[src/rtl/fcd_pkg.sv]
package fcd_pkg;

  // ==========================================================================
  // command codes
  localparam logic [7:0] FCD_CMD_READ_ARRAY   = 8'hFF;
  localparam logic [7:0] FCD_CMD_READ_STATUS  = 8'h70;
  localparam logic [7:0] FCD_CMD_READ_ID      = 8'h90;
  localparam logic [7:0] FCD_CMD_READ_QUERY   = 8'h98;
  localparam logic [7:0] FCD_CMD_CLEAR_STATUS = 8'h50;
  localparam logic [7:0] FCD_CMD_PROG_SETUP   = 8'h40;
  localparam logic [7:0] FCD_CMD_PROG_ALT     = 8'h10;
  localparam logic [7:0] FCD_CMD_ERASE_SETUP  = 8'h20;
  localparam logic [7:0] FCD_CMD_CONFIRM      = 8'hD0;
  localparam logic [7:0] FCD_CMD_SUSPEND      = 8'hB0;
  localparam logic [7:0] FCD_CMD_LOCK_SETUP   = 8'h60;
  localparam logic [7:0] FCD_CMD_LOCK_BLOCK   = 8'h01;
  localparam logic [7:0] FCD_CMD_LOCK_DOWN    = 8'h2F;
  localparam logic [7:0] FCD_CMD_PROT_SETUP   = 8'hC0;
  localparam logic [7:0] FCD_CMD_SET_CONFIG   = 8'h03;

  // ==========================================================================
  // data, addresses and widths
  localparam int          FCD_AW               = 24;
  localparam int          FCD_DW               = 16;
  localparam logic [15:0] FCD_PROT_LOCK_VALUE  = 16'hFFFD;
  localparam logic [23:0] FCD_LOCK_PROT_ADDR   = 24'h00_0080;
  localparam logic [23:0] FCD_PROT_WORD_BASE   = 24'h00_0081;
  localparam logic [1:0]  FCD_PROT_WORD_LAST   = 2'h3;
  localparam logic [15:0] FCD_ZERO16           = 16'h0000;
  localparam logic [23:0] FCD_ZERO24           = 24'h00_0000;

  // ==========================================================================
  // write strobe timing at 40 MHz (25 ns period)
  localparam int          FCD_CLK_NS           = 25;
  localparam int          FCD_ADDR_NS          = 25;
  localparam int          FCD_WE_NS            = 50;
  localparam int          FCD_HOLD_NS          = 25;
  localparam logic [3:0]  FCD_ADDR_CYC = 4'(((FCD_ADDR_NS + FCD_CLK_NS - 1) / FCD_CLK_NS));
  localparam logic [3:0]  FCD_WE_CYC   = 4'(((FCD_WE_NS + FCD_CLK_NS - 1) / FCD_CLK_NS));
  localparam logic [3:0]  FCD_HOLD_CYC = 4'(((FCD_HOLD_NS + FCD_CLK_NS - 1) / FCD_CLK_NS));
  localparam logic [3:0]  FCD_ONE4     = 4'h1;

  // ==========================================================================
  // host operations
  typedef enum logic [3:0] {
    FCD_OP_READ_ARRAY  = 4'h0,
    FCD_OP_READ_STATUS = 4'h1,
    FCD_OP_READ_ID     = 4'h2,
    FCD_OP_READ_QUERY  = 4'h3,
    FCD_OP_CLEAR       = 4'h4,
    FCD_OP_PROGRAM     = 4'h5,
    FCD_OP_ERASE       = 4'h6,
    FCD_OP_SUSPEND     = 4'h7,
    FCD_OP_RESUME      = 4'h8,
    FCD_OP_LOCK        = 4'h9,
    FCD_OP_UNLOCK      = 4'hA,
    FCD_OP_LOCK_DOWN   = 4'hB,
    FCD_OP_PROT_PROG   = 4'hC,
    FCD_OP_PROT_LOCK   = 4'hD,
    FCD_OP_SET_CONFIG  = 4'hE
  } fcd_op_t;

  // ==========================================================================
  // one-hot sequencer states
  typedef enum logic [3:0] {
    FCD_ST_IDLE  = 4'b0001,
    FCD_ST_CYC1  = 4'b0010,
    FCD_ST_CYC2  = 4'b0100,
    FCD_ST_DONE  = 4'b1000
  } fcd_state_t;

  typedef enum logic [3:0] {
    FCD_WS_IDLE  = 4'b0001,
    FCD_WS_ADDR  = 4'b0010,
    FCD_WS_WE    = 4'b0100,
    FCD_WS_HOLD  = 4'b1000
  } fcd_wstate_t;

endpackage

[src/rtl/fcd_write_cycle.sv]
module fcd_write_cycle
  import fcd_pkg::*;
(
  // clock and reset
  input  wire logic              clk_i,
  input  wire logic              resetn_i,
  // request
  input  wire logic              start_i,
  input  wire logic [FCD_AW-1:0] addr_i,
  input  wire logic [FCD_DW-1:0] data_i,
  output logic                   done_o,
  // flash pins
  output logic                   ce_n_o,
  output logic                   we_n_o,
  output logic                   oe_n_o,
  output logic                   address_valid_n_o,
  output logic [FCD_AW-1:0]      adq_o,
  output logic                   adq_oe_n_o
);

  // ==========================================================================
  // state
  fcd_wstate_t       state_ff, nxt_state;
  logic [3:0]        cnt_ff, nxt_cnt;
  logic              done_ff, nxt_done;
  logic              ce_n_ff, nxt_ce_n;
  logic              we_n_ff, nxt_we_n;
  logic              adv_n_ff, nxt_adv_n;
  logic              oe_adq_n_ff, nxt_oe_adq_n;
  logic [FCD_AW-1:0] adq_ff, nxt_adq;
  logic [FCD_DW-1:0] data_ff, nxt_data;

  // ==========================================================================
  // address phase, then data phase on the shared low lines
  always_comb begin
    nxt_state    = state_ff;
    nxt_cnt      = cnt_ff;
    nxt_done     = 1'b0;
    nxt_ce_n     = ce_n_ff;
    nxt_we_n     = we_n_ff;
    nxt_adv_n    = adv_n_ff;
    nxt_oe_adq_n = oe_adq_n_ff;
    nxt_adq      = adq_ff;
    nxt_data     = data_ff;
    unique case (state_ff)
      FCD_WS_IDLE: begin
        if (start_i) begin
          nxt_state    = FCD_WS_ADDR;
          nxt_cnt      = FCD_ADDR_CYC;
          nxt_ce_n     = 1'b0;
          nxt_adv_n    = 1'b0;
          nxt_oe_adq_n = 1'b0;
          nxt_adq      = addr_i;
          nxt_data     = data_i;
        end
      end
      FCD_WS_ADDR: begin
        if (cnt_ff == FCD_ONE4) begin
          // address latched on adv rising; then data replaces low bits
          nxt_state = FCD_WS_WE;
          nxt_cnt   = FCD_WE_CYC;
          nxt_adv_n = 1'b1;
          nxt_we_n  = 1'b0;
          nxt_adq   = {adq_ff[FCD_AW-1:FCD_DW], data_ff};
        end else begin
          nxt_cnt = cnt_ff - FCD_ONE4;
        end
      end
      FCD_WS_WE: begin
        if (cnt_ff == FCD_ONE4) begin
          nxt_state = FCD_WS_HOLD;
          nxt_cnt   = FCD_HOLD_CYC;
          nxt_we_n  = 1'b1;
        end else begin
          nxt_cnt = cnt_ff - FCD_ONE4;
        end
      end
      FCD_WS_HOLD: begin
        if (cnt_ff == FCD_ONE4) begin
          // data held past we rising edge before releasing the bus
          nxt_state    = FCD_WS_IDLE;
          nxt_ce_n     = 1'b1;
          nxt_oe_adq_n = 1'b1;
          nxt_done     = 1'b1;
        end else begin
          nxt_cnt = cnt_ff - FCD_ONE4;
        end
      end
      default: nxt_state = FCD_WS_IDLE;
    endcase
  end

  always_ff @(posedge clk_i) begin
    if (!resetn_i) begin
      state_ff    <= FCD_WS_IDLE;
      cnt_ff      <= 4'h0;
      done_ff     <= 1'b0;
      ce_n_ff     <= 1'b1;
      we_n_ff     <= 1'b1;
      adv_n_ff    <= 1'b1;
      oe_adq_n_ff <= 1'b1;
      adq_ff      <= FCD_ZERO24;
      data_ff     <= FCD_ZERO16;
    end else begin
      state_ff    <= nxt_state;
      cnt_ff      <= nxt_cnt;
      done_ff     <= nxt_done;
      ce_n_ff     <= nxt_ce_n;
      we_n_ff     <= nxt_we_n;
      adv_n_ff    <= nxt_adv_n;
      oe_adq_n_ff <= nxt_oe_adq_n;
      adq_ff      <= nxt_adq;
      data_ff     <= nxt_data;
    end
  end

  assign done_o            = done_ff;
  assign ce_n_o            = ce_n_ff;
  assign we_n_o            = we_n_ff;
  assign oe_n_o            = 1'b1;
  assign address_valid_n_o = adv_n_ff;
  assign adq_o             = adq_ff;
  assign adq_oe_n_o        = oe_adq_n_ff;

endmodule

[src/rtl/fcd_host.sv]
// ============================================================================
// flash command sequencer, host side
module fcd_host
  import fcd_pkg::*;
(
  // clock and reset
  input  wire logic              clk_i,
  input  wire logic              resetn_i,
  // operation request
  input  wire logic              req_i,
  input  wire logic [3:0]        op_i,
  input  wire logic [FCD_AW-1:0] addr_i,
  input  wire logic [FCD_DW-1:0] data_i,
  input  wire logic              alt_setup_i,
  output logic                   busy_o,
  output logic                   done_o,
  output logic                   refused_o,
  output logic                   array_ok_o,
  // flash pins
  output logic                   ce_n_o,
  output logic                   we_n_o,
  output logic                   oe_n_o,
  output logic                   address_valid_n_o,
  output logic [FCD_AW-1:0]      adq_o,
  output logic                   adq_oe_n_o
);

  // ==========================================================================
  // per-operation helpers
  function automatic logic is_two_cycle(input logic [3:0] op);
    unique case (op)
      FCD_OP_PROGRAM, FCD_OP_ERASE, FCD_OP_LOCK, FCD_OP_UNLOCK, FCD_OP_LOCK_DOWN,
      FCD_OP_PROT_PROG, FCD_OP_PROT_LOCK, FCD_OP_SET_CONFIG: is_two_cycle = 1'b1;
      default: is_two_cycle = 1'b0;
    endcase
  endfunction

  // only assigned codes ever leave the host
  function automatic logic [7:0] first_code(input logic [3:0] op, input logic alt);
    unique case (op)
      FCD_OP_READ_ARRAY:  first_code = FCD_CMD_READ_ARRAY;
      FCD_OP_READ_STATUS: first_code = FCD_CMD_READ_STATUS;
      FCD_OP_READ_ID:     first_code = FCD_CMD_READ_ID;
      FCD_OP_READ_QUERY:  first_code = FCD_CMD_READ_QUERY;
      FCD_OP_CLEAR:       first_code = FCD_CMD_CLEAR_STATUS;
      FCD_OP_PROGRAM:     first_code = alt ? FCD_CMD_PROG_ALT : FCD_CMD_PROG_SETUP;
      FCD_OP_ERASE:       first_code = FCD_CMD_ERASE_SETUP;
      FCD_OP_SUSPEND:     first_code = FCD_CMD_SUSPEND;
      FCD_OP_RESUME:      first_code = FCD_CMD_CONFIRM;
      FCD_OP_LOCK, FCD_OP_UNLOCK, FCD_OP_LOCK_DOWN,
      FCD_OP_SET_CONFIG:  first_code = FCD_CMD_LOCK_SETUP;
      FCD_OP_PROT_PROG, FCD_OP_PROT_LOCK: first_code = FCD_CMD_PROT_SETUP;
      default:            first_code = FCD_CMD_READ_ARRAY;
    endcase
  endfunction

  function automatic logic [FCD_DW-1:0] second_data(input logic [3:0] op, input logic [FCD_DW-1:0] d);
    unique case (op)
      FCD_OP_ERASE:      second_data = {8'h00, FCD_CMD_CONFIRM};
      FCD_OP_LOCK:       second_data = {8'h00, FCD_CMD_LOCK_BLOCK};
      FCD_OP_UNLOCK:     second_data = {8'h00, FCD_CMD_CONFIRM};
      FCD_OP_LOCK_DOWN:  second_data = {8'h00, FCD_CMD_LOCK_DOWN};
      FCD_OP_SET_CONFIG: second_data = {8'h00, FCD_CMD_SET_CONFIG};
      FCD_OP_PROT_LOCK:  second_data = FCD_PROT_LOCK_VALUE;
      default:           second_data = d;
    endcase
  endfunction

  // target address of both cycles
  function automatic logic [FCD_AW-1:0] target_addr(input logic [3:0] op, input logic [FCD_AW-1:0] a,
                                                    input logic [FCD_DW-1:0] d);
    unique case (op)
      FCD_OP_PROT_LOCK:  target_addr = FCD_LOCK_PROT_ADDR;
      FCD_OP_PROT_PROG:  target_addr = FCD_PROT_WORD_BASE + {22'h0, a[1:0]};
      FCD_OP_SET_CONFIG: target_addr = {a[FCD_AW-1:FCD_DW], d};
      default:           target_addr = a;
    endcase
  endfunction

  // ==========================================================================
  // sequencer state
  fcd_state_t        state_ff, nxt_state;
  logic [3:0]        op_ff, nxt_op;
  logic [FCD_AW-1:0] addr_ff, nxt_addr;
  logic [FCD_DW-1:0] data_ff, nxt_data;
  logic              busy_ff, nxt_busy;
  logic              done_ff, nxt_done;
  logic              refused_ff, nxt_refused;
  logic              array_ok_ff, nxt_array_ok;
  logic              dev_busy_ff, nxt_dev_busy;
  logic              wr_start;
  logic [FCD_AW-1:0] wr_addr;
  logic [FCD_DW-1:0] wr_data;
  logic              wr_done;
  logic              op_ok;

  // busy partition takes only status reads and suspend
  assign op_ok = !dev_busy_ff || (op_i == FCD_OP_READ_STATUS) || (op_i == FCD_OP_SUSPEND);

  always_comb begin
    nxt_state    = state_ff;
    nxt_op       = op_ff;
    nxt_addr     = addr_ff;
    nxt_data     = data_ff;
    nxt_busy     = busy_ff;
    nxt_done     = 1'b0;
    nxt_refused  = 1'b0;
    nxt_array_ok = array_ok_ff;
    nxt_dev_busy = dev_busy_ff;
    wr_start     = 1'b0;
    wr_addr      = addr_ff;
    wr_data      = {8'h00, first_code(op_ff, 1'b0)};
    unique case (state_ff)
      FCD_ST_IDLE: begin
        if (req_i && op_ok) begin
          nxt_op    = op_i;
          nxt_addr  = target_addr(op_i, addr_i, data_i);
          nxt_data  = second_data(op_i, data_i);
          nxt_busy  = 1'b1;
          nxt_state = FCD_ST_CYC1;
          wr_start  = 1'b1;
          wr_addr   = target_addr(op_i, addr_i, data_i);
          wr_data   = {8'h00, first_code(op_i, alt_setup_i)};
        end else if (req_i) begin
          nxt_refused = 1'b1;
        end
      end
      FCD_ST_CYC1: begin
        // the second write follows directly; no other write may slip in between
        if (wr_done) begin
          if (is_two_cycle(op_ff)) begin
            nxt_state = FCD_ST_CYC2;
            wr_start  = 1'b1;
            wr_data   = data_ff;
          end else begin
            nxt_state = FCD_ST_DONE;
          end
        end
      end
      FCD_ST_CYC2: begin
        if (wr_done) begin
          nxt_state = FCD_ST_DONE;
        end
      end
      FCD_ST_DONE: begin
        nxt_busy  = 1'b0;
        nxt_done  = 1'b1;
        nxt_state = FCD_ST_IDLE;
        unique case (op_ff)
          FCD_OP_PROGRAM, FCD_OP_ERASE, FCD_OP_PROT_PROG, FCD_OP_PROT_LOCK: begin
            nxt_array_ok = 1'b0;
            nxt_dev_busy = 1'b1;
          end
          FCD_OP_SUSPEND: nxt_dev_busy = 1'b0;
          FCD_OP_RESUME:  nxt_dev_busy = 1'b1;
          // host has no status read-back; read-array restores array view and clears busy
          FCD_OP_READ_ARRAY: begin
            nxt_array_ok = 1'b1;
            nxt_dev_busy = 1'b0;
          end
          default: ;
        endcase
      end
      default: nxt_state = FCD_ST_IDLE;
    endcase
  end

  always_ff @(posedge clk_i) begin
    if (!resetn_i) begin
      state_ff    <= FCD_ST_IDLE;
      op_ff       <= FCD_OP_READ_ARRAY;
      addr_ff     <= FCD_ZERO24;
      data_ff     <= FCD_ZERO16;
      busy_ff     <= 1'b0;
      done_ff     <= 1'b0;
      refused_ff  <= 1'b0;
      array_ok_ff <= 1'b1;
      dev_busy_ff <= 1'b0;
    end else begin
      state_ff    <= nxt_state;
      op_ff       <= nxt_op;
      addr_ff     <= nxt_addr;
      data_ff     <= nxt_data;
      busy_ff     <= nxt_busy;
      done_ff     <= nxt_done;
      refused_ff  <= nxt_refused;
      array_ok_ff <= nxt_array_ok;
      dev_busy_ff <= nxt_dev_busy;
    end
  end

  // ==========================================================================
  // pin driver
  fcd_write_cycle u_wr (
    .clk_i             (clk_i),
    .resetn_i          (resetn_i),
    .start_i           (wr_start),
    .addr_i            (wr_addr),
    .data_i            (wr_data),
    .done_o            (wr_done),
    .ce_n_o            (ce_n_o),
    .we_n_o            (we_n_o),
    .oe_n_o            (oe_n_o),
    .address_valid_n_o (address_valid_n_o),
    .adq_o             (adq_o),
    .adq_oe_n_o        (adq_oe_n_o)
  );

  assign busy_o     = busy_ff;
  assign done_o     = done_ff;
  assign refused_o  = refused_ff;
  assign array_ok_o = array_ok_ff;

endmodule

[config.mk]
export PLATFORM = sky130hd
export DESIGN_NAME = fcd_host
export DESIGN_NICKNAME = d
export VERILOG_FILES = /design/src/rtl/fcd_pkg.sv /design/src/rtl/fcd_write_cycle.sv /design/src/rtl/fcd_host.sv
export SDC_FILE = /design/constraint.sdc
export NUM_CORES = 1
export LEC_CHECK = 0
export BUFFER_PORTS_ARGS = -buffer_cell sky130_fd_sc_hd__buf_4
export CORE_ASPECT_RATIO = 1.1
export CORE_MARGIN = 2
export CORE_UTILIZATION = 29
export DETAILED_ROUTE_END_ITERATION = 7
export GPL_TIMING_DRIVEN = 1
export PLACE_DENSITY_LB_ADDON = 0.05
export REMOVE_ABC_BUFFERS = 1
export SLEW_MARGIN = 20
export SYNTH_ARGS = -nofsm -noshare
export SYNTH_HDL_FRONTEND = slang
export SYNTH_SLANG_ARGS = --single-unit
export TNS_END_PERCENT = 20
[constraint.sdc]
create_clock -name clk_i -period 1.75 [get_ports clk_i]
set_input_delay 0.35 -clock clk_i [delete_from_list [all_inputs] [get_ports clk_i]]
set_output_delay 0.35 -clock clk_i [all_outputs]
set_load 0.01 [all_outputs]
==> impl_metrics.env <==
export IMPL_cp_top_family="compound AO/OA/AOI/OAI gates"
export IMPL_route_detailed_drc=0
export IMPL_areaGrowthSynthToFinish_pct=38.2
export IMPL_detailed_place_hpwl_mm=12.1
export IMPL_slew_viol_final=0
export IMPL_grt_antenna_before_repair=0
export IMPL_synth_edf_count=0
export IMPL_seq_area_frac_synth_pct=40.4
export IMPL_port_buffers=79
export IMPL_gp_congestion=0.815
export IMPL_grt_pass1_vias=5372
export IMPL_synthFlopType="dfxtp_1"
export IMPL_drt_first_pass_iters=4
export IMPL_final_common_cell="buf_4"
export IMPL_rows=52
export IMPL_power_density_nw_per_um2=935
export IMPL_fin_skew_ns=0.00616
export IMPL_drtIter0Drc=238
export IMPL_die_h_um=147
export IMPL_clk_pin_slew_worst_paths_ns=0.08
export IMPL_synth_seq_cells=109
export IMPL_htreeDepth=3
export IMPL_cp_startpoint="dev_busy_ff$_SDFFE_PN0P_"
export IMPL_clk_latency_ns=0.35
export IMPL_wl_per_cell_um=16.6
export IMPL_slowest_delay_ns=0.33
export IMPL_seqCellArea_um2=2190
export IMPL_max_cap_viol_count=0
export IMPL_clockBufferDepth=2
export IMPL_hold_path_class="input pin to flop"
export IMPL_r2r_slack_ns=-0.07
export IMPL_async_reset_ff_share_pct=0
export IMPL_cts_tree="built"
export IMPL_fill_cells=1928
export IMPL_crit_slowest_cell="dfxtp_2"
export IMPL_startpoint_type="flop"
export IMPL_finalHoldViolations=0
export IMPL_critPathCaptureType="flop"
export IMPL_synth_distinct_cells=67
export IMPL_final_antenna_net_count=0
export IMPL_peakVddDrop_mv=0.601
export IMPL_overflow=0
export IMPL_switchingPower_mw=2.07
export IMPL_fin_util_pct=40.7
export IMPL_total_power_mw=6.99
export IMPL_cp_max_fo=5
export IMPL_violations="setup timing"
export IMPL_regToRegStartpoint="dev_busy_ff$_SDFFE_PN0P_"
export IMPL_n_antenna_cell=0
export IMPL_clockPowerShare_pct=31.7
export IMPL_critPathKind="flop to flop"
export IMPL_cellLeakagePower_nw=3.06
export IMPL_core_area_um2=18300
export IMPL_p_comb_share_pct=27.2
export IMPL_cp_required_ns=1.99
export IMPL_tns_ns=-0.596
export IMPL_max_freq_mhz=549
export IMPL_grt_max_degree=39
export IMPL_final_cell_mix="168 x buf_4, 104 x dfxtp_1, 72 x nand2_1"
export IMPL_period_share_pct=104
export IMPL_cts_root_buf="clkbuf_16"
export IMPL_drive_gt1_share_pct=33.7
export IMPL_initial_core_util_pct=29.5
export IMPL_fin_crit_ns=1.82
export IMPL_die_area_um2=19800
export IMPL_crit_buf_inv=2
export IMPL_cts_sinks=109
export IMPL_ios=81
export IMPL_wl_mm=17.2
export IMPL_rsz0062_at_grt="yes"
export IMPL_seqPwrFrac_pct=41.1
export IMPL_fin_ws_ns=-0.0708
export IMPL_fin_nets=847
export IMPL_crit_chain="and2b_2 -> a31oi_4 -> buf_4 -> o21ai_0 -> a21oi_1 -> buf_4 -> mux2i_1 -> a21oi_1"
export IMPL_post_place_ws_ns=-0.371
export IMPL_num_vias=5161
export IMPL_arrival_ns=2.06
export IMPL_p_int_mw=4.92
export IMPL_synth_area_um2=5410
export IMPL_swShare_pct=29.6
export IMPL_grtUsageTotal_pct=17.7
export IMPL_multi_input_area_um2=3120
export IMPL_synthCells=652
export IMPL_routed_via_density=4.97
export IMPL_outcome="complete, but fails checks"
export IMPL_hold_start="data_i[4]"
export IMPL_ys_warn_count=0
export IMPL_numCtsBuffers=9
export IMPL_finalSetupViolations=24
export IMPL_grt_pass1_wl_mm=27.5
export IMPL_die_x_um=134
export IMPL_avgSynthCellArea_um2=8.29
[state kept, by name (all words and copies together) (netlist names), named ones only]
register,cells
addr_ff,24
u_wr.adq_o,24
data_ff,16
u_wr.data_ff,16
op_ff,4
state_ff,4
u_wr.cnt_ff,4
u_wr.state_ff,4
array_ok_o,1
busy_o,1
dev_busy_ff,1
done_o,1
refused_o,1
u_wr.address_valid_n_o,1
u_wr.ce_n_o,1
u_wr.done_o,1
u_wr.we_n_o,1
[timing repair]
item	in CTS	in global routing
setup buffers	8	2
pin swaps	20	15
endpoints found under the setup margin	84	76
resized for setup	40	41
hold buffers	0	0
[metrics by stage]
stage | std cells | cell area [um2] | hold slack, ns
after floorplan | 600 | 5100 | 0.412
final | 1039 | 7470 | 0.260
after CTS | 1037 | 7290 | 0.248
after global placement | 1015 | 6780 | 0.450
after detailed placement | 1015 | 6780 | 0.454
after global routing | 1039 | 7470 | 0.253
[area by class of cell]
cell class              instances  share of cell area [%]
multi-input cells             475                    41.8
flip-flops and latches        109                    29.3
repair buffers                182                    19.9
well taps                     243                    4.07
clock buffers                   9                    3.01
clock inverters                 5                    1.14
inverters                      16                   0.837
[power by group through the flow]
stage	combinational (mW)	clock, mW	sequential, mW
after floorplan	0.772	0	2.95
after global placement	1.72	0	2.92
after detailed placement	1.74	0	2.92
after CTS	1.83	2.29	2.87
after global routing	2.09	2.40	2.90
final	1.90	2.21	2.87
[Yosys cell counts, types with 2 or more instances]
cell,count,area share (%)
nor3b_1,2,0.28
xnor2_1,4,0.65
inv_1,15,1.0
nor3_1,12,1.1
buf_6,7,1.5
or3_1,3,0.35
a22o_1,12,1.9
a211oi_1,15,2.1
a21oi_2,2,0.32
nor2_1,71,4.9
nor4b_4,3,1.3
nand3_1,22,2.0
buf_4,11,1.5
dfxtp_1,109,40
nor4_1,3,0.35
a311oi_1,2,0.32
o2bb2ai_1,2,0.32
and2_1,2,0.23
nand3b_1,2,0.28
mux2i_1,23,4.3
nor2b_1,4,0.46
o21a_1,16,2.2
a41oi_1,3,0.49
ha_1,6,1.4
o21ai_0,57,5.3
o22ai_1,8,0.93
or4_1,2,0.28
and3_1,12,1.4
buf_2,10,0.93
a221oi_1,2,0.32
a22oi_1,8,1.1
nand2_1,74,5.1
o21ai_1,3,0.28
clkbuf_1,23,1.6
nand2b_1,12,1.4
o211ai_1,2,0.28
a21oi_1,58,5.4
[tightest hold or removal path: cells and delay by family]
kind,cells,cell delay [ns]
AOI/OAI and AO/OA,1,0.05
buffers and inverters,1,0.12
and+or+nand+nor,1,0.05
[metal layers]
layer | routed length [um] | track usage, %
met5 | 0 | 0
met2 | 8360 | 30.3
met3 | 628 | 3.17
met1 | 8010 | 22.9
met4 | 238 | 4.84
[worst paths after layout]
path	endpoint	cells after the start
hold / removal	data_ff[4]$_SDFFE_PN0P_	3
setup reg to reg	flop	8
setup / recovery	flop	8
hold reg to reg	u_wr.adq_o[14]$_SDFFE_PN0P_	2
[kinds of logic after synthesis]
| family | after synthesis | share of synthesized area [%] |
|---|---|---|
| other | 1 | 0.0694 |
| and+or+nand+nor | 232 | 20.9 |
| DFF | 109 | 40.4 |
| muxes | 25 | 4.74 |
| buffers and inverters | 68 | 6.69 |
| xor gates and xnor gates | 5 | 1.16 |
| adders and majority gates | 6 | 1.39 |
| AOI/OAI and AO/OA | 206 | 24.7 |
Note: power is estimated with default switching activity, not from simulation.
